## src/rtl/fan_reg_pkg.sv

```systemverilog
// Purpose: shared constants for the fan speed regulator
// Assumes: 8-bit registers on a 32-bit classic wishbone bus
// Notes:   byte offsets, field positions and reset values
package fan_reg_pkg;
  localparam int CLK_FREQ_HZ    = 125_000_000;
  localparam int OSC_FREQ_HZ    = 254_000;
  localparam int OSC_DIV_CYCLES = CLK_FREQ_HZ / OSC_FREQ_HZ;
  localparam logic [7:0] BASE_DIV_M1 = 8'h7F;
  localparam int CT_SHIFT_BASE  = 9;
  localparam int MAX_GPIO       = 5;

  localparam logic [7:0] ADDR_SPEED      = 8'h00;
  localparam logic [7:0] ADDR_CONFIG     = 8'h04;
  localparam logic [7:0] ADDR_GPIO_DEF   = 8'h08;
  localparam logic [7:0] ADDR_DAC        = 8'h0C;
  localparam logic [7:0] ADDR_ALARM_EN   = 8'h10;
  localparam logic [7:0] ADDR_ALARM_STAT = 8'h14;
  localparam logic [7:0] ADDR_TACH_COUNT = 8'h18;
  localparam logic [7:0] ADDR_COUNT_TIME = 8'h1C;
  localparam logic [7:0] ADDR_GPIO_STAT  = 8'h20;

  localparam logic [7:0] SPEED_RST      = 8'h40;
  localparam logic [7:0] CONFIG_RST     = 8'h00;
  localparam logic [7:0] GPIO_DEF_RST   = 8'hFF;
  localparam logic [7:0] DAC_RST        = 8'h00;
  localparam logic [4:0] ALARM_EN_RST   = 5'h00;
  localparam logic [2:0] COUNT_TIME_RST = 3'h3;

  localparam int CFG_PRESCALE_LSB = 0;
  localparam int CFG_FAN12_BIT    = 3;
  localparam int CFG_MODE_LSB     = 4;
  localparam int CFG_EXT_OSC_BIT  = 6;

  localparam int ALM_MIN  = 0;
  localparam int ALM_MAX  = 1;
  localparam int ALM_OVF  = 2;
  localparam int ALM_G1   = 3;
  localparam int ALM_G2   = 4;

  localparam logic [7:0] DAC_FULL_ON  = 8'h00;
  localparam logic [7:0] DAC_FULL_OFF = 8'hFF;
  localparam logic [1:0] PIN_SPECIAL  = 2'h1;
  localparam logic [1:0] PIN_LOW2     = 2'h2;

  typedef enum logic [1:0] {
    MODE_FULL_ON,
    MODE_FULL_OFF,
    MODE_CLOSED,
    MODE_OPEN
  } fan_mode_t;
endpackage : fan_reg_pkg

```

## src/rtl/fan_speed_regulator_gpio.sv

```systemverilog
// Purpose: closed-loop fan speed regulator, tach counter and gpio
// Assumes: pins synchronous to core_clk; wishbone classic slave
// Notes:   fan_drive_code is inverse: lower code, higher fan voltage
//
// Summary of operation
// base tick is the oscillator divided by a fixed 128.
// reference tick is the base tick divided by speed plus one.
// reference is compared against the prescaled primary tach pulses.
// tach slower than reference raises fan voltage, else lowers it.
// fan gives two tach pulses per revolution.
// oscillator is internal or external, selected by config bit.
// prescale 1,2,4,8,16 from config bits 2:0.
// mode 10 at config 5:4 selects closed-loop regulation.
// mode 00 full-on, 01 zero voltage, 11 open loop.
// open loop host writes drive code; lower code, higher voltage.
// config bit 3 selects 5V or 12V fan class.
// tach pulses counted in an 8-bit counter.
// counter saturates at 255 on overflow.
// count interval set by a count-time register.
// interval is power-of-two base ticks; count latched, counter restarted.
// tach count ignores the prescaler.
// tach overflow raises an alarm that can drive alert.
// two or five general-purpose pins, host configurable.
// pins 3 and 4: bit 0 drives low, 1 releases.
// pins 0 to 2: code 10 drives low, 11 releases.
// after reset every pin is a released output.
// actual pin levels readable in a status register.
// code 01 at definition bits 1:0 makes pin 0 the alert output.
// alert pin pulled low whenever an enabled alarm is pending.
// code 01 at definition bits 3:2 makes pin 1 a full-on input.
// full-on input low forces maximum fan voltage over any mode.
// closed loop steps drive code by one per reference period, saturating.
//
// Design decisions made here: the Wishbone slave port and the address map.
`timescale 1ns/1ps
`default_nettype none
module fan_speed_regulator_gpio
  import fan_reg_pkg::*;
#(
  parameter int NUM_GPIO = 5
) (
  input  wire logic                core_clk,
  input  wire logic                rst,
  input  wire logic                wb_cyc_i,
  input  wire logic                wb_stb_i,
  input  wire logic                wb_we_i,
  input  wire logic [7:0]          wb_adr_i,
  input  wire logic [31:0]         wb_dat_i,
  input  wire logic [3:0]          wb_sel_i,
  output var  logic [31:0]         wb_dat_o,
  output var  logic                wb_ack_o,
  input  wire logic                primary_tach_input,
  input  wire logic                ext_osc_in,
  input  wire logic [NUM_GPIO-1:0] gpio_in,
  output var  logic [NUM_GPIO-1:0] gpio_out,
  output var  logic [NUM_GPIO-1:0] gpio_oe,
  output var  logic [7:0]          fan_drive_code,
  output var  logic                fan_12v_sel
);
  // drive-low decode for one pin from the definition register
  function automatic logic pin_drive_low(input logic [7:0] def, input int idx);
    logic r;
    r = 1'b0;
    if (idx < 3) begin
      r = (def[2*idx +: 2] == PIN_LOW2);
    end else begin
      r = ~def[3 + idx];
    end
    return r;
  endfunction : pin_drive_low

  logic [7:0]          target_speed_value;
  logic [7:0]          config_reg;
  logic [7:0]          gpio_def;
  logic [7:0]          drive_code;
  logic [4:0]          alarm_en;
  logic [4:0]          alarm_stat;
  logic [7:0]          tach_count;
  logic [2:0]          count_time;
  logic [MAX_GPIO-1:0] pin_lvl;
  logic                req;
  logic                wr;
  logic                rd;
  logic [31:0]         next_rdata;
  fan_mode_t           mode;
  logic [2:0]          tach_prescale_factor;
  logic                full_on_req;
  logic                alert;

  assign req  = wb_cyc_i & wb_stb_i & ~wb_ack_o;
  assign wr   = req & wb_we_i & wb_sel_i[0];
  assign rd   = req & ~wb_we_i;
  assign mode = fan_mode_t'(config_reg[CFG_MODE_LSB +: 2]);
  assign tach_prescale_factor = config_reg[CFG_PRESCALE_LSB +: 3];
  assign alert = |(alarm_stat & alarm_en);

  generate
    for (genvar p = 0; p < MAX_GPIO; p++) begin : g_lvl
      if (p < NUM_GPIO) begin : g_real
        assign pin_lvl[p] = gpio_in[p];
      end else begin : g_pad
        assign pin_lvl[p] = 1'b1;
      end
    end
  endgenerate

  // hardware full-on override via pin 1
  assign full_on_req = (gpio_def[3:2] == PIN_SPECIAL) && !pin_lvl[1];

  // wishbone slave: one wait state, ack for one cycle
  always_ff @(posedge core_clk or posedge rst) begin
    if (rst) begin
      wb_ack_o <= 1'b0;
    end else begin
      wb_ack_o <= req;
    end
  end

  always_comb begin
    next_rdata = 32'h0000_0000;
    unique case (wb_adr_i)
      ADDR_SPEED:      next_rdata[7:0] = target_speed_value;
      ADDR_CONFIG:     next_rdata[7:0] = config_reg;
      ADDR_GPIO_DEF:   next_rdata[7:0] = gpio_def;
      ADDR_DAC:        next_rdata[7:0] = drive_code;
      ADDR_ALARM_EN:   next_rdata[4:0] = alarm_en;
      ADDR_ALARM_STAT: next_rdata[4:0] = alarm_stat;
      ADDR_TACH_COUNT: next_rdata[7:0] = tach_count;
      ADDR_COUNT_TIME: next_rdata[2:0] = count_time;
      ADDR_GPIO_STAT:  next_rdata[4:0] = pin_lvl;
      default:         next_rdata = 32'h0000_0000;
    endcase
  end

  always_ff @(posedge core_clk or posedge rst) begin
    if (rst) begin
      wb_dat_o <= 32'h0000_0000;
    end else if (rd) begin
      wb_dat_o <= next_rdata;
    end
  end

  // host-written registers
  always_ff @(posedge core_clk or posedge rst) begin
    if (rst) begin
      target_speed_value <= SPEED_RST;
      config_reg         <= CONFIG_RST;
      gpio_def           <= GPIO_DEF_RST;
      alarm_en           <= ALARM_EN_RST;
      count_time         <= COUNT_TIME_RST;
    end else if (wr) begin
      if (wb_adr_i == ADDR_SPEED) begin
        target_speed_value <= wb_dat_i[7:0];
      end
      if (wb_adr_i == ADDR_CONFIG) begin
        config_reg <= wb_dat_i[7:0];
      end
      if (wb_adr_i == ADDR_GPIO_DEF) begin
        gpio_def <= wb_dat_i[7:0];
      end
      if (wb_adr_i == ADDR_ALARM_EN) begin
        alarm_en <= wb_dat_i[4:0];
      end
      if (wb_adr_i == ADDR_COUNT_TIME) begin
        count_time <= wb_dat_i[2:0];
      end
    end
  end

  // oscillator: internal divider or external clock edges
  logic [15:0] osc_cnt;
  logic        int_osc_tick;
  logic        ext_q;
  logic        osc_tick;
  logic        base_tick;
  logic        ref_tick;

  always_ff @(posedge core_clk or posedge rst) begin
    if (rst) begin
      osc_cnt      <= 16'h0000;
      int_osc_tick <= 1'b0;
    end else if (osc_cnt == 16'(OSC_DIV_CYCLES - 1)) begin
      osc_cnt      <= 16'h0000;
      int_osc_tick <= 1'b1;
    end else begin
      osc_cnt      <= osc_cnt + 16'h0001;
      int_osc_tick <= 1'b0;
    end
  end

  always_ff @(posedge core_clk or posedge rst) begin
    if (rst) begin
      ext_q <= 1'b0;
    end else begin
      ext_q <= ext_osc_in;
    end
  end

  // regulation_osc_freq source select
  assign osc_tick = config_reg[CFG_EXT_OSC_BIT] ? (ext_osc_in & ~ext_q) : int_osc_tick;

  tick_divider #(.W(8)) u_base_div (
    .core_clk (core_clk),
    .rst      (rst),
    .tick_in  (osc_tick),
    .div_m1   (BASE_DIV_M1),
    .tick_out (base_tick)
  );

  tick_divider #(.W(8)) u_ref_div (
    .core_clk (core_clk),
    .rst      (rst),
    .tick_in  (base_tick),
    .div_m1   (target_speed_value),
    .tick_out (ref_tick)
  );

  // tach edge detect and prescaler
  logic       tach_q;
  logic       tach_edge;
  logic [3:0] pre_cnt;
  logic [3:0] pre_m1;
  logic       pre_tick;

  assign tach_edge = primary_tach_input & ~tach_q;

  always_comb begin
    unique case (tach_prescale_factor)
      3'h0:    pre_m1 = 4'h0;
      3'h1:    pre_m1 = 4'h1;
      3'h2:    pre_m1 = 4'h3;
      3'h3:    pre_m1 = 4'h7;
      default: pre_m1 = 4'hF;
    endcase
  end

  always_ff @(posedge core_clk or posedge rst) begin
    if (rst) begin
      tach_q   <= 1'b0;
      pre_cnt  <= 4'h0;
      pre_tick <= 1'b0;
    end else begin
      tach_q   <= primary_tach_input;
      pre_tick <= 1'b0;
      if (tach_edge) begin
        if (pre_cnt >= pre_m1) begin
          pre_cnt  <= 4'h0;
          pre_tick <= 1'b1;
        end else begin
          pre_cnt <= pre_cnt + 4'h1;
        end
      end
    end
  end

  // regulator: count prescaled pulses per reference period
  logic [1:0] ref_pulses;
  logic       too_slow;

  assign too_slow = (ref_pulses == 2'h0);

  always_ff @(posedge core_clk or posedge rst) begin
    if (rst) begin
      ref_pulses <= 2'h0;
    end else if (ref_tick) begin
      ref_pulses <= {1'b0, pre_tick};
    end else if (pre_tick && ref_pulses != 2'h3) begin
      ref_pulses <= ref_pulses + 2'h1;
    end
  end

  always_ff @(posedge core_clk or posedge rst) begin
    if (rst) begin
      drive_code <= DAC_RST;
    end else if (mode == MODE_OPEN) begin
      if (wr && wb_adr_i == ADDR_DAC) begin
        drive_code <= wb_dat_i[7:0];
      end
    end else if (mode == MODE_CLOSED && ref_tick) begin
      if (too_slow) begin
        if (drive_code != 8'h00) begin
          drive_code <= drive_code - 8'h01;
        end
      end else if (drive_code != 8'hFF) begin
        drive_code <= drive_code + 8'h01;
      end
    end
  end

  // fan drive output and supply class
  always_ff @(posedge core_clk or posedge rst) begin
    if (rst) begin
      fan_drive_code <= DAC_FULL_ON;
      fan_12v_sel    <= 1'b0;
    end else begin
      fan_12v_sel <= config_reg[CFG_FAN12_BIT];
      if (full_on_req) begin
        fan_drive_code <= DAC_FULL_ON;
      end else begin
        unique case (mode)
          MODE_FULL_ON:  fan_drive_code <= DAC_FULL_ON;
          MODE_FULL_OFF: fan_drive_code <= DAC_FULL_OFF;
          MODE_CLOSED:   fan_drive_code <= drive_code;
          MODE_OPEN:     fan_drive_code <= drive_code;
        endcase
      end
    end
  end

  // tach counter over a programmable interval
  logic [16:0] int_cnt;
  logic [16:0] int_last;
  logic        int_end;
  logic [7:0]  tach_cnt;
  logic        tach_ovf;

  assign int_last = 17'((32'h1 << (CT_SHIFT_BASE + int'(count_time))) - 32'h1);
  assign int_end  = base_tick && (int_cnt >= int_last);
  assign tach_ovf = tach_edge && (tach_cnt == 8'hFE);

  always_ff @(posedge core_clk or posedge rst) begin
    if (rst) begin
      int_cnt <= 17'h00000;
    end else if (int_end) begin
      int_cnt <= 17'h00000;
    end else if (base_tick) begin
      int_cnt <= int_cnt + 17'h00001;
    end
  end

  always_ff @(posedge core_clk or posedge rst) begin
    if (rst) begin
      tach_cnt   <= 8'h00;
      tach_count <= 8'h00;
    end else if (int_end) begin
      tach_count <= tach_cnt;
      tach_cnt   <= 8'h00;
    end else if (tach_edge && tach_cnt != 8'hFF) begin
      tach_cnt <= tach_cnt + 8'h01;
    end
  end

  // sticky alarms, read of status clears bits whose cause is gone
  logic [4:0] alarm_cause;
  logic       stat_rd;

  assign stat_rd = rd && (wb_adr_i == ADDR_ALARM_STAT);

  always_comb begin
    alarm_cause          = 5'h00;
    alarm_cause[ALM_MIN] = (mode == MODE_CLOSED) && (drive_code == 8'h00);
    alarm_cause[ALM_MAX] = (mode == MODE_CLOSED) && (drive_code == 8'hFF);
    alarm_cause[ALM_OVF] = tach_ovf;
    alarm_cause[ALM_G1]  = ~pin_lvl[1];
    alarm_cause[ALM_G2]  = ~pin_lvl[2];
  end

  always_ff @(posedge core_clk or posedge rst) begin
    if (rst) begin
      alarm_stat <= 5'h00;
    end else if (stat_rd) begin
      alarm_stat <= alarm_cause;
    end else begin
      alarm_stat <= alarm_stat | alarm_cause;
    end
  end

  // open-drain pins: output level always low, enable pulls
  generate
    for (genvar i = 0; i < NUM_GPIO; i++) begin : g_pin
      logic drv;
      if (i == 0) begin : g_alert
        assign drv = pin_drive_low(gpio_def, i)
                   || (gpio_def[1:0] == PIN_SPECIAL && alert);
      end else begin : g_plain
        assign drv = pin_drive_low(gpio_def, i);
      end

      always_ff @(posedge core_clk or posedge rst) begin
        if (rst) begin
          gpio_oe[i]  <= 1'b0;
          gpio_out[i] <= 1'b0;
        end else begin
          gpio_oe[i]  <= drv;
          gpio_out[i] <= 1'b0;
        end
      end

      a_pin_drive: assert property (@(posedge core_clk) disable iff (rst)
        pin_drive_low(gpio_def, i) |=> gpio_oe[i])
        else $error("pin defined low is not driven");
    end
  endgenerate

  // checks
  a_full_on_pin: assert property (@(posedge core_clk) disable iff (rst)
    full_on_req |=> fan_drive_code == DAC_FULL_ON)
    else $error("full-on input did not force full drive");

  a_full_off_mode: assert property (@(posedge core_clk) disable iff (rst)
    (mode == MODE_FULL_OFF && !full_on_req) |=> fan_drive_code == DAC_FULL_OFF)
    else $error("full-off mode did not remove fan voltage");

  a_tach_saturate: assert property (@(posedge core_clk) disable iff (rst)
    (tach_cnt == 8'hFF && !int_end) |=> tach_cnt == 8'hFF)
    else $error("tach counter wrapped past 255");

  a_interval_latch: assert property (@(posedge core_clk) disable iff (rst)
    int_end |=> (tach_count == $past(tach_cnt)) && (tach_cnt == 8'h00))
    else $error("tach count not latched at interval end");

  a_loop_slow: assert property (@(posedge core_clk) disable iff (rst)
    (mode == MODE_CLOSED && ref_tick && too_slow && drive_code != 8'h00)
    |=> drive_code == $past(drive_code) - 8'h01)
    else $error("slow fan did not lower drive code by one");

  a_loop_fast: assert property (@(posedge core_clk) disable iff (rst)
    (mode == MODE_CLOSED && ref_tick && !too_slow && drive_code != 8'hFF)
    |=> drive_code == $past(drive_code) + 8'h01)
    else $error("fast fan did not raise drive code by one");

  a_ovf_alarm: assert property (@(posedge core_clk) disable iff (rst)
    tach_ovf |=> alarm_stat[ALM_OVF])
    else $error("tach overflow alarm not set");

  a_alert_pin: assert property (@(posedge core_clk) disable iff (rst)
    (gpio_def[1:0] == PIN_SPECIAL && alert) |=> gpio_oe[0])
    else $error("alert pin not pulled low");

  a_wb_ack: assert property (@(posedge core_clk) disable iff (rst)
    req |=> wb_ack_o ##1 !wb_ack_o)
    else $error("wishbone ack not a single cycle after request");
endmodule : fan_speed_regulator_gpio
`default_nettype wire

```

## src/rtl/tick_divider.sv

```systemverilog
// Purpose: divide a tick stream by (div_m1 + 1)
// Assumes: tick_in is a one-cycle pulse
// Notes:   output is a registered one-cycle pulse
`timescale 1ns/1ps
`default_nettype none
module tick_divider #(
  parameter int W = 8
) (
  input  wire logic         core_clk,
  input  wire logic         rst,
  input  wire logic         tick_in,
  input  wire logic [W-1:0] div_m1,
  output var  logic         tick_out
);
  logic [W-1:0] cnt;

  // tolerant of div_m1 shrinking mid-count
  always_ff @(posedge core_clk or posedge rst) begin
    if (rst) begin
      cnt      <= '0;
      tick_out <= 1'b0;
    end else begin
      tick_out <= 1'b0;
      if (tick_in) begin
        if (cnt >= div_m1) begin
          cnt      <= '0;
          tick_out <= 1'b1;
        end else begin
          cnt <= cnt + 1'b1;
        end
      end
    end
  end
endmodule : tick_divider
`default_nettype wire

```

## config.mk

```make
export PLATFORM = sky130hd
export DESIGN_NAME = fan_speed_regulator_gpio
export DESIGN_NICKNAME = d
export VERILOG_FILES = /design/src/rtl/fan_reg_pkg.sv /design/src/rtl/fan_speed_regulator_gpio.sv /design/src/rtl/tick_divider.sv
export SDC_FILE = /design/constraint.sdc
export NUM_CORES = 1
export LEC_CHECK = 0
export BUFFER_PORTS_ARGS = -buffer_cell sky130_fd_sc_hd__buf_2
export CORE_UTILIZATION = 35
export DETAILED_ROUTE_END_ITERATION = 12
export PLACE_DENSITY = 0.59
export SYNTH_ARGS = -nofsm -noshare
export SYNTH_HDL_FRONTEND = slang
export SYNTH_HIERARCHICAL = 1
export SYNTH_SLANG_ARGS = --single-unit
```

## constraint.sdc

```tcl
create_clock -name core_clk -period 9.4 [get_ports core_clk]
set_clock_uncertainty 0.1 [all_clocks]
set_input_delay 0 -clock core_clk [delete_from_list [all_inputs] [get_ports core_clk]]
set_output_delay 0 -clock core_clk [all_outputs]
set_load 0.01 [all_outputs]
```

==> results.yml <==
setup_path:
  crit_chain: "nand2_1 > inv_1 > ha_1 > or3_1 > ha_1 > nor4_1 > a21oi_1 > o21a_1 > ha_1 > nand4_1 > nor3_1 > o41ai_1 > nand4_1 > and3_1 > buf_4 > mux2_2"
  cp_max_fo: 28
  critical_path.most_common_cell: "ha_1"
  worst_path_max_delay_cell: "dfstp_2"
  worstSetupPathType: "reg -> reg"
  cp-start-kind: "register"
  arrival_ns: 4.76
  r2r_start: "count_time[1]$_DFFE_PP1P_"
  cp_slowest_stage_delay_ns: 0.62
  required_ns: 9.61
  cp-end-kind: "register"
  cp-startpoint: "count_time[1]$_DFFE_PP1P_"
routing:
  post_drt_wl_per_cell_um: 14.9
  drtPass1Iterations: 5
  vias: 6329
  drc: 0
  vias_per_cell: 4.96
  drt-initial-drc-count: 321
  postRouteAntennaNets: 0
  routed_wl_mm: 19.1
pwr:
  p_per_area_nw_per_um2: 171
  p_comb_share_pct: 17.7
  p_leak_nw: 4.49
  internal_power_mw: 1.16
  ir_worst_vdd_uv: 107
  p_sw_mw: 0.495
  p_sw_share_pct: 29.9
  power_frac_seq_pct: 41.6
  power_mw: 1.66
  pwr-share-clk_pct: 40.7
layout:
  largest_register_ffs: 17
  max_flop_register: "int_cnt"
  drive_above_1_share_pct: 17.1
  layout_commonest_cell: "dfrtp_1"
  num-fill-cells: 2300
  layout.nets: 1055
  syn2layout_area_growth_pct: 15.9
  mostFrequentLayoutCells: "134 x dfrtp_1, 87 x nor2_1, 68 x nand2_1"
  final_util_pct: 41.4
  reg.largest.list: "int_cnt (17), osc_cnt (16)"
hold_path:
  min_path_type: "in -> async"
sta:
  tns_ns: 0
  report.final.slew_viol_count: 0
  finalCritPeriodShare_pct: 48.4
  slew_headroom_pct: 15.9
  worst_slew_pin_slew_ns: 1.25
  fmax_mhz: 220
  holdWs_ns: 0.0198
  setup_slack_ns: 4.85
  hold_violations: 0
  period_needed_ns: 4.55
  setup_viol_count_final: 0
  rsz0062_at_grt: "no"
flow_run:
  cap_violations: 0
clocking:
  cts_resized: 0
  cts_tree: "built"
  cts-root-buf: "clkbuf_16"
  cts.sinks: 145
  cts_setup_buffers: 0
  h-tree-depth: 4
  clock_latency_ns: 0.43
  clockBufferDepth: 2
  path_clk_slew_ns: 0.07
  cts_buffers: 17
global_route:
  grt_pass1_wl_mm: 31.4
  grt_antenna_before_repair: 1
  overflow: 0
  grt_pass1_vias: 6001
  grt_max_degree: 72
  grt.total_usage_pct: 16.6
synthesis:
  ys_seq_area_share_pct: 43.5
  synth_area_leader_cell: "dfrtp_1"
  synthArstFlopShare_pct: 100
  avgSynthCellArea_um2: 9.71
  synth.area.top_cells: "dfrtp_1 40%, ha_1 8.1%, mux2_2 5.1%"
  ys_ff_latch: 145
  synthCells: 863
  ys.flop_type: "dfrtp_1"
  syn_area_um2: 8380
  yosysWarnings: 6
  synth-edff-count: 0
  synth_cell_types: 70
  synth_top_area_share_pct: 40.0
die:
  core-area_um2: 23500
  pin_count: 108
  die_h_um: 157
  die-width_um: 157
  die_area_um2: 24600
  rows: 56
  start_util_pct: 35.7
place:
  hpwl_mm: 13.7
  port_buffers: 51
  gp_congestion: 0.862
  pre_cts_ws_ns: 4.86
status:
  status: "completed"
## area by class of cell
class	instances	area [um^2]	area share, %
multi-input cells	641	4320	44.5
repair buffers	80	536	5.51
clock inverters	14	145	1.49
inverters	59	224	2.31
well taps	319	399	4.11
clock buffers	18	439	4.52
diodes	1	2.50	0.0258
flip-flops and latches	145	3640	37.5
## worst paths after layout
kind	slack, ns	cells past startpoint	to
setup / recovery	4.85	16	tach_count[0]$_DFFE_PP0P_
hold / removal	0.02	3	u_base_div/cnt[0]$_DFFE_PP0P_
setup reg to reg	4.85	16	tach_count[0]$_DFFE_PP0P_
hold reg to reg	0.31	0	fan_12v_sel$_DFF_PP0_
max in group asynchronous	6.95	6	int_cnt[10]$_DFFE_PP0P_
min in group core_clk	0.04	4	wb_dat_o[5]$_DFFE_PP0P_
## kinds of logic after synthesis
kind of cell    after synthesis  share of synthesized area, %
compound gates              165                          13.0
xor+xnor                     44                          4.60
mux                          49                          6.72
buf+inv                     113                          6.59
simple gates                290                          17.2
other cells                   2                        0.0897
fa+ha+maj                    55                          8.31
flops                       145                          43.5
## timing repair
action,in CTS,in global routing
setup endpoints to repair,0,0
endpoints found under the hold margin,88,0
hold buffers,25,0
## critical path: cells and delay by family (launching register included)
kind / cells / cell delay [ns]
buffers and inverters: 2 / 0.41
adders and majority gates: 3 / 0.93
muxes: 1 / 0.38
and+or+nand+nor: 7 / 1.61
DFF: 1 / 0.62
AOI/OAI and AO/OA: 3 / 0.37
## power groups by stage
stage	clock network, mW	registers (mW)	logic [mW]
after detailed placement	0	0.700	0.286
after floorplan	0	0.693	0.229
final	0.675	0.689	0.294
after CTS	0.690	0.689	0.294
after global placement	0	0.699	0.279
after global routing	0.717	0.694	0.337
## metrics by stage
step / std cells / area (um^2)
after floorplan: 899 / 8510
after global placement: 1219 / 8870
after detailed placement: 1219 / 8870
after CTS: 1276 / 9710
after global routing: 1277 / 9710
final: 1277 / 9710
## routing by layer
layer,part of all wire [%],global-route usage (%)
met3,4.1,3.32
met1,51,23.7
met4,1.4,6.63
met5,0,0
met2,44,24.3
## cell usage after synthesis, types with 4 or more instances
master and number:
mux2_2 38, clkbuf_1 20, dfrtp_1 134, nor2_1 87
or3_1 4, nor3_1 14, a211oi_1 4, nand2_1 68
nor3b_1 5, inv_1 59, a22oi_1 14, nor4_1 8
nand4_1 18, o21ai_0 36, a31oi_1 7, and3_1 7
ha_1 54, a21oi_1 42, nand3_1 32, buf_4 29
or2_2 4, nand2b_1 11, xor2_1 22, dfstp_2 11
o22ai_1 12, a211o_1 4, xnor2_1 22, a21o_1 7
mux2i_1 9, o21a_1 6, nor2b_1 10
(Power assumes the default switching activity.)
